`src/design/ecg_defines.svh`:
```
// Register offsets, field positions, reset values and timing counts of the event capture block
`ifndef ECG_DEFINES_SVH
`define ECG_DEFINES_SVH
`define ECG_ADDR_MODE 7'h01
`define ECG_ADDR_SYS_EN 7'h04
`define ECG_ADDR_SUP_EN 7'h1C
`define ECG_ADDR_TRX_EN 7'h23
`define ECG_ADDR_WAKE_EN 7'h4C
`define ECG_ADDR_SUMMARY 7'h60
`define ECG_ADDR_SYS_FLG 7'h61
`define ECG_ADDR_SUP_FLG 7'h62
`define ECG_ADDR_TRX_FLG 7'h63
`define ECG_ADDR_WAKE_FLG 7'h64
`define ECG_SYS_PO 4
`define ECG_SYS_OTW 2
`define ECG_SYS_SERIAL_FAILURE_FLAG 1
`define ECG_SYS_WDF 0
`define ECG_SUP_SOVER 2
`define ECG_SUP_SUNDER 1
`define ECG_SUP_MAINU 0
`define ECG_TRX_PNERR 5
`define ECG_TRX_SILENCE 4
`define ECG_TRX_CANFAIL 1
`define ECG_TRX_CANWAKE 0
`define ECG_WK_RISE 1
`define ECG_WK_FALL 0
`define ECG_SYS_FLG_MASK 8'h17
`define ECG_SYS_EN_MASK 8'h06
`define ECG_SUP_MASK 8'h07
`define ECG_TRX_FLG_MASK 8'h33
`define ECG_TRX_EN_MASK 8'h13
`define ECG_WAKE_MASK 8'h03
`define ECG_EN_RESET 8'h00
`define ECG_FLG_RESET 8'h00
`define ECG_MC_SLEEP 3'h1
`define ECG_MC_STANDBY 3'h4
`define ECG_MC_NORMAL 3'h7
`define ECG_CMC_ACTIVE 2'h1
`define ECG_FRAME_BITS 5'h10
`define ECG_HDR_BITS 5'h08
`define ECG_EVENT_DELAY_CYC 2000
`define ECG_RESET_HOLD_CYC 16
`endif

```
`src/design/ecg_pkg.sv`:
```
// Types shared by the event capture and sleep guard block
package ecg_pkg;

  typedef enum logic [2:0] {
    MD_RESET,
    MD_STANDBY,
    MD_NORMAL,
    MD_SLEEP,
    MD_OVERTEMP
  } ecg_mode_t;

  typedef struct packed {
    logic sclk;
    logic csnB;
    logic sdi;
    logic wakePin;
    logic wdFail;
    logic otWarn;
    logic otShutdown;
    logic sensOver;
    logic sensUnder;
    logic mainUnder;
    logic pnErr;
    logic busSilence;
    logic txdClamp;
    logic canWake;
    logic canRxd;
    logic sleepDisable;
  } ecg_pins_t;

  typedef struct packed {
    ecg_pins_t sync1;
    ecg_pins_t sync2;
    ecg_pins_t prev;
    ecg_mode_t mode;
    logic [15:0] holdCnt;
    logic [7:0] sysEn;
    logic [7:0] supEn;
    logic [7:0] trxEn;
    logic [7:0] wakeEn;
    logic [7:0] sysFlg;
    logic [7:0] supFlg;
    logic [7:0] trxFlg;
    logic [7:0] wakeFlg;
    logic [15:0] delayCnt;
    logic delayRun;
    logic intLow;
    logic rxd;
    logic rstOutB;
    logic poDone;
    logic [4:0] bitCnt;
    logic [15:0] rxSh;
    logic [7:0] txSh;
    logic sdoOe;
  } ecg_state_t;

endpackage

```
`src/design/ecg_event_capture.sv`:
```
// Event capture, interrupt delay and sleep guard with SPI register access
//
// Contract
// - Clearing any set flag releases the interrupt line high and starts the delay.
// - During the delay, enabled events still set flags but do not pull the line.
// - At delay expiry with any flag set, the line is driven low again.
// - At expiry with all flags cleared, the line stays high.
// - Status and enable registers read at any time without side effects.
// - The delay timer stops at once when the reset output falls.
// - Reset output is low in Reset, Sleep and Overtemp modes.
// - Entering Sleep signals any pending event on the line.
// - CAN and wake-pin wake-ups are regular; everything else is diagnostic.
// - Sleep request with no regular wake-up enabled gives a system reset.
// - Sleep command with any flag pending switches to Reset mode.
// - With sleep disabled, a Sleep command raises serial failure, mode unchanged.
// - Flags clear only on written ones; zeros leave them alone.
// - Summary register bits 3..0 mirror the wake, transceiver, supply, system groups.
// - System flags: power-on 4, overtemp warning 2, serial failure 1, watchdog 0.
// - Supply flags: sensor over 2, sensor under 1, regulator under 0.
// - Transceiver flags: frame error 5, bus silence 4, CAN failure 1, wake 0.
// - CAN failure on regulator undervoltage with mode field 01, or clamped transmit.
// - Wake-pin flags: rising edge bit 1, falling edge bit 0.
// - System enables: overtemp warning bit 2, serial failure bit 1.
// - Supply enables: sensor over bit 2, sensor under bit 1, regulator under 0.
// - Power-on, watchdog and frame error always captured; others need enables.
// - An event captured in Sleep passes through Reset into Standby.
// - Transceiver enables bits 4,1,0; wake-pin enables bits 1,0.
`timescale 1ns/1ps
`include "ecg_defines.svh"

module ecg_event_capture #(
  parameter int EVENT_DELAY_CYCLES = `ECG_EVENT_DELAY_CYC,
  parameter int RESET_HOLD_CYCLES = `ECG_RESET_HOLD_CYC,
  parameter bit HAS_SENSOR_SUPPLY = 1'b1
) (
  input wire logic mclk,
  input wire logic rst_b,
  input wire logic spiSclk,
  input wire logic spiCs_b,
  input wire logic spiSdi,
  output logic spiSdo,
  output logic spiSdoOe,
  input wire logic wakePin,
  input wire logic watchdogFail,
  input wire logic overtempWarn,
  input wire logic overtempShutdown,
  input wire logic sensorSupplyOver,
  input wire logic sensorSupplyUnder,
  input wire logic mainRegulatorUnder,
  input wire logic partialNetFrameErr,
  input wire logic busSilence,
  input wire logic txdClamped,
  input wire logic canWakeDetect,
  input wire logic canRxData,
  input wire logic sleepDisableBit,
  input wire logic [1:0] transceiverModeField,
  input wire logic transceiverOffline,
  output logic rxdOut,
  output logic systemResetOut_b,
  output logic mainRegulatorOn
);

  ////////////////////////////////////////////////////////////////
  ecg_pkg::ecg_state_t state_ff;
  ecg_pkg::ecg_state_t nxt_state;
  ecg_pkg::ecg_pins_t pinsRaw;
  ecg_pkg::ecg_pins_t p;
  ecg_pkg::ecg_pins_t q;
  logic sclkRise, sclkFall, csActive, frameStart, frameEnd;
  logic frameOk, wrFrame, rdFrame, modeWr, sleepCmd, spifEvt;
  logic [6:0] wrAddr;
  logic [7:0] wrData;
  logic [7:0] sysSet, supSet, trxSet, wakeSet;
  logic [7:0] sysClr, supClr, trxClr, wakeClr;
  logic clrAny, capture, anyPendNow, anyPendNxt, regEnabled;
  logic notSleep;

  assign pinsRaw = '{sclk: spiSclk, csnB: spiCs_b, sdi: spiSdi,
    wakePin: wakePin, wdFail: watchdogFail, otWarn: overtempWarn,
    otShutdown: overtempShutdown, sensOver: sensorSupplyOver,
    sensUnder: sensorSupplyUnder, mainUnder: mainRegulatorUnder,
    pnErr: partialNetFrameErr, busSilence: busSilence,
    txdClamp: txdClamped, canWake: canWakeDetect,
    canRxd: canRxData, sleepDisable: sleepDisableBit};

  assign p = state_ff.sync2;
  assign q = state_ff.prev;

  // Register read mux; reads never touch state
  function automatic logic [7:0] rdMux(input logic [6:0] a,
      input ecg_pkg::ecg_state_t s);
    logic [7:0] r;
    r = 8'h00;
    unique case (a)
      `ECG_ADDR_MODE: r = {5'h00, (s.mode == ecg_pkg::MD_NORMAL) ?
        `ECG_MC_NORMAL : `ECG_MC_STANDBY};
      `ECG_ADDR_SYS_EN: r = s.sysEn;
      `ECG_ADDR_SUP_EN: r = s.supEn;
      `ECG_ADDR_TRX_EN: r = s.trxEn;
      `ECG_ADDR_WAKE_EN: r = s.wakeEn;
      `ECG_ADDR_SUMMARY: r = {4'h0, |s.wakeFlg, |s.trxFlg,
        |s.supFlg, |s.sysFlg};
      `ECG_ADDR_SYS_FLG: r = s.sysFlg;
      `ECG_ADDR_SUP_FLG: r = s.supFlg;
      `ECG_ADDR_TRX_FLG: r = s.trxFlg;
      `ECG_ADDR_WAKE_FLG: r = s.wakeFlg;
      default: r = 8'h00;
    endcase
    return r;
  endfunction

  ////////////////////////////////////////////////////////////////
  // SPI frame: A6..A0, read-only bit, D7..D0, MSB first
  assign sclkRise = p.sclk & ~q.sclk;
  assign sclkFall = ~p.sclk & q.sclk;
  assign csActive = ~p.csnB;
  assign frameStart = ~p.csnB & q.csnB;
  assign frameEnd = p.csnB & ~q.csnB;
  assign frameOk = frameEnd && (state_ff.bitCnt == `ECG_FRAME_BITS);
  assign wrFrame = frameOk && !state_ff.rxSh[8];
  assign rdFrame = frameOk && state_ff.rxSh[8];
  assign wrAddr = state_ff.rxSh[15:9];
  assign wrData = state_ff.rxSh[7:0];
  assign notSleep = (state_ff.mode != ecg_pkg::MD_SLEEP);
  assign modeWr = wrFrame && (wrAddr == `ECG_ADDR_MODE) &&
    (state_ff.mode == ecg_pkg::MD_STANDBY ||
     state_ff.mode == ecg_pkg::MD_NORMAL);
  assign sleepCmd = modeWr && (wrData[2:0] == `ECG_MC_SLEEP);
  // Wrong clock count or illegal mode code also count as serial failure
  assign spifEvt = (frameEnd && !frameOk && state_ff.bitCnt != 5'h00) ||
    (modeWr && wrData[2:0] != `ECG_MC_SLEEP &&
     wrData[2:0] != `ECG_MC_STANDBY && wrData[2:0] != `ECG_MC_NORMAL) ||
    (sleepCmd && p.sleepDisable);

  ////////////////////////////////////////////////////////////////
  // Event capture; level inputs are taken on their active edge
  always_comb begin
    sysSet = 8'h00;
    supSet = 8'h00;
    trxSet = 8'h00;
    wakeSet = 8'h00;
    sysSet[`ECG_SYS_PO] = ~state_ff.poDone;
    sysSet[`ECG_SYS_OTW] = p.otWarn & ~q.otWarn & notSleep &
      state_ff.sysEn[`ECG_SYS_OTW];
    sysSet[`ECG_SYS_SERIAL_FAILURE_FLAG] = spifEvt & state_ff.sysEn[`ECG_SYS_SERIAL_FAILURE_FLAG];
    sysSet[`ECG_SYS_WDF] = p.wdFail & ~q.wdFail;
    supSet[`ECG_SUP_SOVER] = HAS_SENSOR_SUPPLY & p.sensOver &
      ~q.sensOver & state_ff.supEn[`ECG_SUP_SOVER];
    supSet[`ECG_SUP_SUNDER] = HAS_SENSOR_SUPPLY & p.sensUnder &
      ~q.sensUnder & state_ff.supEn[`ECG_SUP_SUNDER];
    // Regulator is off in Sleep, so its undervoltage is not captured there
    supSet[`ECG_SUP_MAINU] = p.mainUnder & ~q.mainUnder & notSleep &
      state_ff.supEn[`ECG_SUP_MAINU];
    trxSet[`ECG_TRX_PNERR] = p.pnErr & ~q.pnErr;
    trxSet[`ECG_TRX_SILENCE] = p.busSilence & ~q.busSilence &
      state_ff.trxEn[`ECG_TRX_SILENCE];
    trxSet[`ECG_TRX_CANFAIL] = state_ff.trxEn[`ECG_TRX_CANFAIL] &
      ((transceiverModeField == `ECG_CMC_ACTIVE & p.mainUnder &
        ~q.mainUnder) | (p.txdClamp & ~q.txdClamp));
    trxSet[`ECG_TRX_CANWAKE] = p.canWake & ~q.canWake &
      transceiverOffline & state_ff.trxEn[`ECG_TRX_CANWAKE];
    wakeSet[`ECG_WK_RISE] = p.wakePin & ~q.wakePin &
      state_ff.wakeEn[`ECG_WK_RISE];
    wakeSet[`ECG_WK_FALL] = ~p.wakePin & q.wakePin &
      state_ff.wakeEn[`ECG_WK_FALL];
  end

  // Write-one-to-clear masks
  assign sysClr = (wrFrame && wrAddr == `ECG_ADDR_SYS_FLG) ?
    (wrData & `ECG_SYS_FLG_MASK) : 8'h00;
  assign supClr = (wrFrame && wrAddr == `ECG_ADDR_SUP_FLG) ?
    (wrData & `ECG_SUP_MASK) : 8'h00;
  assign trxClr = (wrFrame && wrAddr == `ECG_ADDR_TRX_FLG) ?
    (wrData & `ECG_TRX_FLG_MASK) : 8'h00;
  assign wakeClr = (wrFrame && wrAddr == `ECG_ADDR_WAKE_FLG) ?
    (wrData & `ECG_WAKE_MASK) : 8'h00;
  assign clrAny = |{sysClr & state_ff.sysFlg, supClr & state_ff.supFlg,
    trxClr & state_ff.trxFlg, wakeClr & state_ff.wakeFlg};
  assign capture = |{sysSet, supSet, trxSet, wakeSet};
  assign anyPendNow = |{state_ff.sysFlg, state_ff.supFlg,
    state_ff.trxFlg, state_ff.wakeFlg};
  assign regEnabled = state_ff.trxEn[`ECG_TRX_CANWAKE] |
    state_ff.wakeEn[`ECG_WK_RISE] | state_ff.wakeEn[`ECG_WK_FALL];
  assign anyPendNxt = |{(state_ff.sysFlg & ~sysClr), (state_ff.supFlg & ~supClr),
    (state_ff.trxFlg & ~trxClr), (state_ff.wakeFlg & ~wakeClr), capture};

  ////////////////////////////////////////////////////////////////
  always_comb begin
    nxt_state = state_ff;
    nxt_state.sync1 = pinsRaw;
    nxt_state.sync2 = state_ff.sync1;
    nxt_state.prev = state_ff.sync2;
    nxt_state.poDone = 1'b1;

    // SPI shifter
    if (frameStart) begin
      nxt_state.bitCnt = 5'h00;
      nxt_state.txSh = 8'h00;
      nxt_state.sdoOe = 1'b1;
    end else if (csActive && sclkRise) begin
      nxt_state.rxSh = {state_ff.rxSh[14:0], p.sdi};
      if (state_ff.bitCnt != 5'h1F) begin
        nxt_state.bitCnt = state_ff.bitCnt + 5'h01;
      end
      if (state_ff.bitCnt == `ECG_HDR_BITS - 5'h01) begin
        nxt_state.txSh = rdMux(state_ff.rxSh[6:0], state_ff);
      end
    end else if (csActive && sclkFall && state_ff.bitCnt > `ECG_HDR_BITS) begin
      nxt_state.txSh = {state_ff.txSh[6:0], 1'b0};
    end
    if (frameEnd) begin
      nxt_state.sdoOe = 1'b0;
      nxt_state.bitCnt = 5'h00;
    end

    // Enable registers
    if (wrFrame) begin
      unique case (wrAddr)
        `ECG_ADDR_SYS_EN: nxt_state.sysEn = wrData & `ECG_SYS_EN_MASK;
        `ECG_ADDR_SUP_EN: nxt_state.supEn = wrData & `ECG_SUP_MASK;
        `ECG_ADDR_TRX_EN: nxt_state.trxEn = wrData & `ECG_TRX_EN_MASK;
        `ECG_ADDR_WAKE_EN: nxt_state.wakeEn = wrData & `ECG_WAKE_MASK;
        default: nxt_state.sysEn = state_ff.sysEn;
      endcase
    end

    // Set wins over a clear in the same cycle
    nxt_state.sysFlg = (state_ff.sysFlg & ~sysClr) | sysSet;
    nxt_state.supFlg = (state_ff.supFlg & ~supClr) | supSet;
    nxt_state.trxFlg = (state_ff.trxFlg & ~trxClr) | trxSet;
    nxt_state.wakeFlg = (state_ff.wakeFlg & ~wakeClr) | wakeSet;

    // Operating mode
    if (p.otShutdown) begin
      nxt_state.mode = ecg_pkg::MD_OVERTEMP;
    end else begin
      unique case (state_ff.mode)
        ecg_pkg::MD_RESET: begin
          if (state_ff.holdCnt == 16'h0000) begin
            nxt_state.mode = ecg_pkg::MD_STANDBY;
          end else begin
            nxt_state.holdCnt = state_ff.holdCnt - 16'h0001;
          end
        end
        ecg_pkg::MD_STANDBY, ecg_pkg::MD_NORMAL: begin
          if (sleepCmd) begin
            if (p.sleepDisable) begin
              nxt_state.mode = state_ff.mode;
            end else if (!regEnabled || anyPendNow) begin
              nxt_state.mode = ecg_pkg::MD_RESET;
            end else begin
              nxt_state.mode = ecg_pkg::MD_SLEEP;
            end
          end else if (modeWr && wrData[2:0] == `ECG_MC_STANDBY) begin
            nxt_state.mode = ecg_pkg::MD_STANDBY;
          end else if (modeWr && wrData[2:0] == `ECG_MC_NORMAL) begin
            nxt_state.mode = ecg_pkg::MD_NORMAL;
          end
        end
        ecg_pkg::MD_SLEEP: begin
          if (capture) begin
            nxt_state.mode = ecg_pkg::MD_RESET;
          end
        end
        ecg_pkg::MD_OVERTEMP: nxt_state.mode = ecg_pkg::MD_RESET;
        default: nxt_state.mode = ecg_pkg::MD_RESET;
      endcase
    end
    if (nxt_state.mode == ecg_pkg::MD_RESET &&
        state_ff.mode != ecg_pkg::MD_RESET) begin
      nxt_state.holdCnt = 16'(RESET_HOLD_CYCLES - 1);
    end
    nxt_state.rstOutB = !(nxt_state.mode == ecg_pkg::MD_RESET ||
      nxt_state.mode == ecg_pkg::MD_SLEEP ||
      nxt_state.mode == ecg_pkg::MD_OVERTEMP);

    // Interrupt line and event delay timer
    if (clrAny) begin
      nxt_state.intLow = 1'b0;
      nxt_state.delayRun = 1'b1;
      nxt_state.delayCnt = 16'(EVENT_DELAY_CYCLES - 1);
    end else if (state_ff.delayRun) begin
      if (state_ff.delayCnt == 16'h0000) begin
        nxt_state.delayRun = 1'b0;
        nxt_state.intLow = anyPendNxt;
      end else begin
        nxt_state.delayCnt = state_ff.delayCnt - 16'h0001;
      end
    end else if (capture) begin
      nxt_state.intLow = 1'b1;
    end
    if (nxt_state.mode == ecg_pkg::MD_SLEEP && notSleep) begin
      nxt_state.intLow = anyPendNxt;
    end
    // Falling reset output kills a running delay; pending flags wait for
    // the next captured event to pull the line
    if (state_ff.rstOutB && !nxt_state.rstOutB) begin
      nxt_state.delayRun = 1'b0;
      nxt_state.delayCnt = 16'h0000;
    end
    nxt_state.rxd = transceiverOffline ? ~nxt_state.intLow : p.canRxd;
  end

  always_ff @(posedge mclk or negedge rst_b) begin
    if (!rst_b) begin
      state_ff <= '0;
    end else begin
      state_ff <= nxt_state;
    end
  end

  assign spiSdo = state_ff.txSh[7];
  assign spiSdoOe = state_ff.sdoOe;
  assign rxdOut = state_ff.rxd;
  assign systemResetOut_b = state_ff.rstOutB;
  assign mainRegulatorOn = (state_ff.mode != ecg_pkg::MD_SLEEP);
endmodule

```
`config.mk`:
```
export PLATFORM = sky130hd
export DESIGN_NAME = ecg_event_capture
export DESIGN_NICKNAME = d
export VERILOG_FILES = /design/src/design/ecg_pkg.sv /design/src/design/ecg_event_capture.sv
export VERILOG_INCLUDE_DIRS = /design/src /design/src/design
export SDC_FILE = /design/constraint.sdc
export NUM_CORES = 1
export LEC_CHECK = 0
export BUFFER_PORTS_ARGS = -buffer_cell sky130_fd_sc_hd__buf_2
export CAP_MARGIN = 20
export CORE_ASPECT_RATIO = 2
export CORE_MARGIN = 2
export CORE_UTILIZATION = 65
export DETAILED_ROUTE_END_ITERATION = 10
export PLACE_DENSITY = 0.83
export SYNTH_ARGS = -nofsm -noshare
export SYNTH_HDL_FRONTEND = slang
export SYNTH_SLANG_ARGS = --single-unit
```
`constraint.sdc`:
```
create_clock -name mclk -period 8 [get_ports mclk]
set_clock_uncertainty 0.15 [all_clocks]
set_input_delay 0.4 -clock mclk [delete_from_list [all_inputs] [get_ports mclk]]
set_output_delay 0.4 -clock mclk [all_outputs]
set_load 0.005 [all_outputs]
```
==> metrics.log <==
INFO  metric setup_viols_final = 0
INFO  metric synth_edf_count = 0
INFO  metric mappedNetlistArea = 6449 um^2
INFO  metric synth_area_per_cell = 10.42 um^2
INFO  metric worstMarginPinSlew = between 1 and 1.5 ns
INFO  metric crit_path_top_delay_cell = xor2_2
INFO  metric layout_worst_path_cycle_share = between 40 and 50%
INFO  metric share_of_final_layout_standard_cells_stronger_than_drive_strength_1 = around 15%
INFO  metric startpoint_type = register
INFO  metric clock_latency = 0.42 ns
INFO  metric path_cells = inv_1 -> ha_1 -> or3b_2 -> nor2_1 -> a31oi_1 -> a211o_1 -> o21ai_2 -> xor2_2 -> a221oi_1
INFO  metric max-vdd-ir-drop = approximately 0.22 mV
INFO  metric grt.total_usage = between 30% and 40%
INFO  metric slew_violations = 0
INFO  metric timing.setup.critical_path_class = register to register
INFO  metric ys_seq_elements = between 100 and 150
INFO  metric floorplan.io_pins = 26
INFO  metric synth_nets = around 650
INFO  metric avgViaCountPerCell = 6.551
INFO  metric cts_tree = done
INFO  metric max_slew_margin = between 30% and 40%
INFO  metric area_growth_from_synthesis_to_layout = 16.12%
INFO  metric yosys-top-cells-count = dfrtp_1 (137), nand2_1 (62), nor2_1 (40), o21ai_0 (40)
INFO  metric ys_async_sr_fraction = 100.0%
INFO  metric first_pass_iters = 6
INFO  metric setup_tns = 0 ns
INFO  metric report.final.hold_viol_count = 0
INFO  metric place_hpwl = between 10 and 15 mm
INFO  metric dr.first_iter.drc_count = 508
INFO  metric final_critical_path_time_including_i_o_delays_and_setup = roughly 3.9 ns
INFO  metric post-synth-top-count-cell = dfrtp_1
INFO  metric overflow = 0
INFO  metric required = between 8 and 9 ns
INFO  metric cts_made_buffers = 17
INFO  metric utilization = 77.21%
INFO  metric max_freq = ~260 MHz
INFO  metric layout.cells.non_filler = 800
INFO  metric synth_seq_area_share = 53.16%
INFO  metric syn_inst_count = between 600 and 700
INFO  metric route.detailed.drc = 0
INFO  metric post-place-cells = between 700 and 800
INFO  metric portBuffers = 25
INFO  metric antenna_found_initial = 0
INFO  metric htree_levels = 4
INFO  metric die_w = 74.43 um
INFO  metric clock_sinks = 137
INFO  metric core_area = a little under 10000 um^2
INFO  metric grt_pass1_vias = approximately 5300
INFO  metric clk_root_buffer_cell = clkbuf_16
INFO  metric critical_path.max_fanout = 21
INFO  metric ant_nets = 0
INFO  metric gp_routability_congestion = 1.047
INFO  metric total_power = between 1.5 and 2 mW
INFO  metric cap_violations = 0
INFO  metric timing.critical_path.slowest_cell_delay = approximately 0.69 ns
INFO  metric worst-endpoint-arrival = about 4.0 ns
INFO  metric effective_utilization_at_floorplan = between 60% and 70%
INFO  metric antenna_cells_inserted = 0
INFO  metric placement.cell_area = 6653 um^2
INFO  metric ctsLongestPathBuffers = 2
INFO  metric hold_path.class = primary input to register
INFO  metric synth_top_cell_area_share = between 50% and 60%
INFO  metric synth.lib_cells_used.distinct = 68
INFO  metric grt_start_max_net_pins = 83
INFO  metric fp.dieH = approximately 140 um
INFO  metric avgRoutedWirePerCell = between 20 and 25 um
INFO  metric first_pass_grt_wire_length = about 27 mm
INFO  metric rows = 51
INFO  metric drt-total-wl = 17.17 mm
INFO  metric synth.top_cells.by_area = dfrtp_1 (53%), mux2_2 (4.0%), nand2_1 (3.6%)
INFO  metric nets = between 600 and 700
INFO  metric via_count = around 5200
INFO  metric total_leakage_power = 3.277 nW
INFO  metric cellPowerDensity = roughly 270 nW/um^2
INFO  metric outcome = finished, final reports clean
INFO  metric synth.largest_area_cell = dfrtp_1
INFO  metric worstSetupEndpointType = register
INFO  metric synth.yosys.warnings = 0
INFO  metric floorplan.die_area = 10780 um^2
INFO  metric cts.clk_slew.worst_paths = around 0.060 ns
INFO  metric final_cell_area = 7488 um^2
INFO  metric synth_flop_cell = dfrtp_1
INFO  metric grt_setup_unrepaired = no
==> path summary, 6_finish.rpt <==
check	from	to	slack [ns]	cells after the start
setup / recovery	state_ff[25]$_DFFE_PN0P_	state_ff[45]$_DFFE_PN0P_	4.12	9
hold / removal	transceiverOffline	rxdOut$_DFF_PN0_	0.10	2
setup reg to reg	state_ff[25]$_DFFE_PN0P_	state_ff[45]$_DFFE_PN0P_	4.12	9
hold reg to reg	nxt_state[152]$_DFF_PN0_	nxt_state[136]$_DFF_PN0_	0.20	0
max in group asynchronous	rst_b	state_ff[64]$_DFF_PN0_	6.08	3
min in group asynchronous	rst_b	nxt_state[150]$_DFF_PN0_	0.44	2
==> registers in the layout (all words and copies together), names as in the netlist <==
register          flops
systemResetOut_b      1
spiSdo                1
state_ff             89
spiSdoOe              1
nxt_state            32
q                    12
rxdOut                1
==> logic make-up (layout without fill, tap and decap cells) <==
kind of cell             Yosys count  count (layout)  synth area share, %
other                              1               1              0.05815
flip-flops                       137             137                53.16
multiplexers                      25              25                4.327
AO/OA/AOI/OAI                    140             140                14.90
XOR/XNOR                          19              19                2.697
adder cells (fa/ha/maj)            7               7                1.358
AND/OR/NAND/NOR                  246             246                20.82
buffers and inverters             44              93                2.677
==> what timing repair did <==
| item | 4_1_cts | 5_1_grt |
|---|---|---|
| resized for setup | 0 | 0 |
| hold endpoints to repair | 97 | 0 |
| buffers inserted | 0 | 0 |
| hold buffers | 17 | 0 |
| endpoints found under the setup margin | 0 | 0 |
==> layout make-up <==
class                   instances  area [um^2]
multi-input cells             438         2853
flip-flops and latches        137         3428
clock inverters                13        212.7
repair buffers                 43        309.0
well taps                     132        165.2
clock buffers                  19        452.9
inverters                      18        67.56
fillers                       663         2211
==> through the flow <==
step | hold slack (ns) | worst slack [ns]
2_1_floorplan | -0.04559 | 5.093
3_3_place_gp | 0.1815 | 4.295
3_5_place_dp | 0.1847 | 4.240
4_1_cts | 0.09930 | 4.148
5_1_grt | 0.1013 | 3.774
6_report | 0.1050 | 4.119
==> power by group <==
| part | internal, mW | switching (mW) | leakage, nW | total [mW] |
|---|---|---|---|---|
| logic | 0.119 | 0.140 | 1.22 | 0.259 |
| registers | 0.763 | 0.0974 | 1.72 | 0.861 |
| clock network | 0.574 | 0.307 | 0.329 | 0.880 |
==> routing by layer <==
metal / vias to the layer above / share of wire, % / track usage (%)
li1: 2340 / - / -
met1: 2576 / 34 / 36.34
met2: 247 / 54 / 60.18
met3: 78 / 5.0 / 7.548
met4: 0 / 6.6 / 22.84
met5: - / 0 / 0
==> critical path, delay by kind of cell, from the launching register on <==
kind,cells,cell delay (ns)
buf+inv,1,0.09
compound gates,4,1.37
xor+xnor,1,0.69
fa+ha+maj,1,0.18
flops,1,0.40
simple gates,2,0.82
==> placed cells by master, fill, tap and decap left out, types with 3 or more instances in the layout <==
master	count
dfrtp_1	137
nand2_1	62
nor2_1	40
o21ai_0	40
buf_2	24
nand3_1	23
a21oi_1	23
mux2_2	23
nor3_1	20
inv_1	18
clkbuf_16	17
dlygate4sd3_1	17
o31ai_1	13
a221oi_1	12
nand4_1	12
nand2b_1	11
xor2_1	11
or3_1	10
nand3b_1	9
xnor2_1	7
nor4_1	7
nor3b_1	7
ha_1	7
a31oi_1	6
o41ai_1	5
or2_2	5
or3b_2	5
and3_1	5
nor2b_1	5
bufinv_16	5
or4_1	4
and2_1	4
inv_6	4
a21o_1	3
o211a_1	3
nor4bb_1	3
and3b_1	3
a211o_1	3
(Power assumes the default switching activity.)
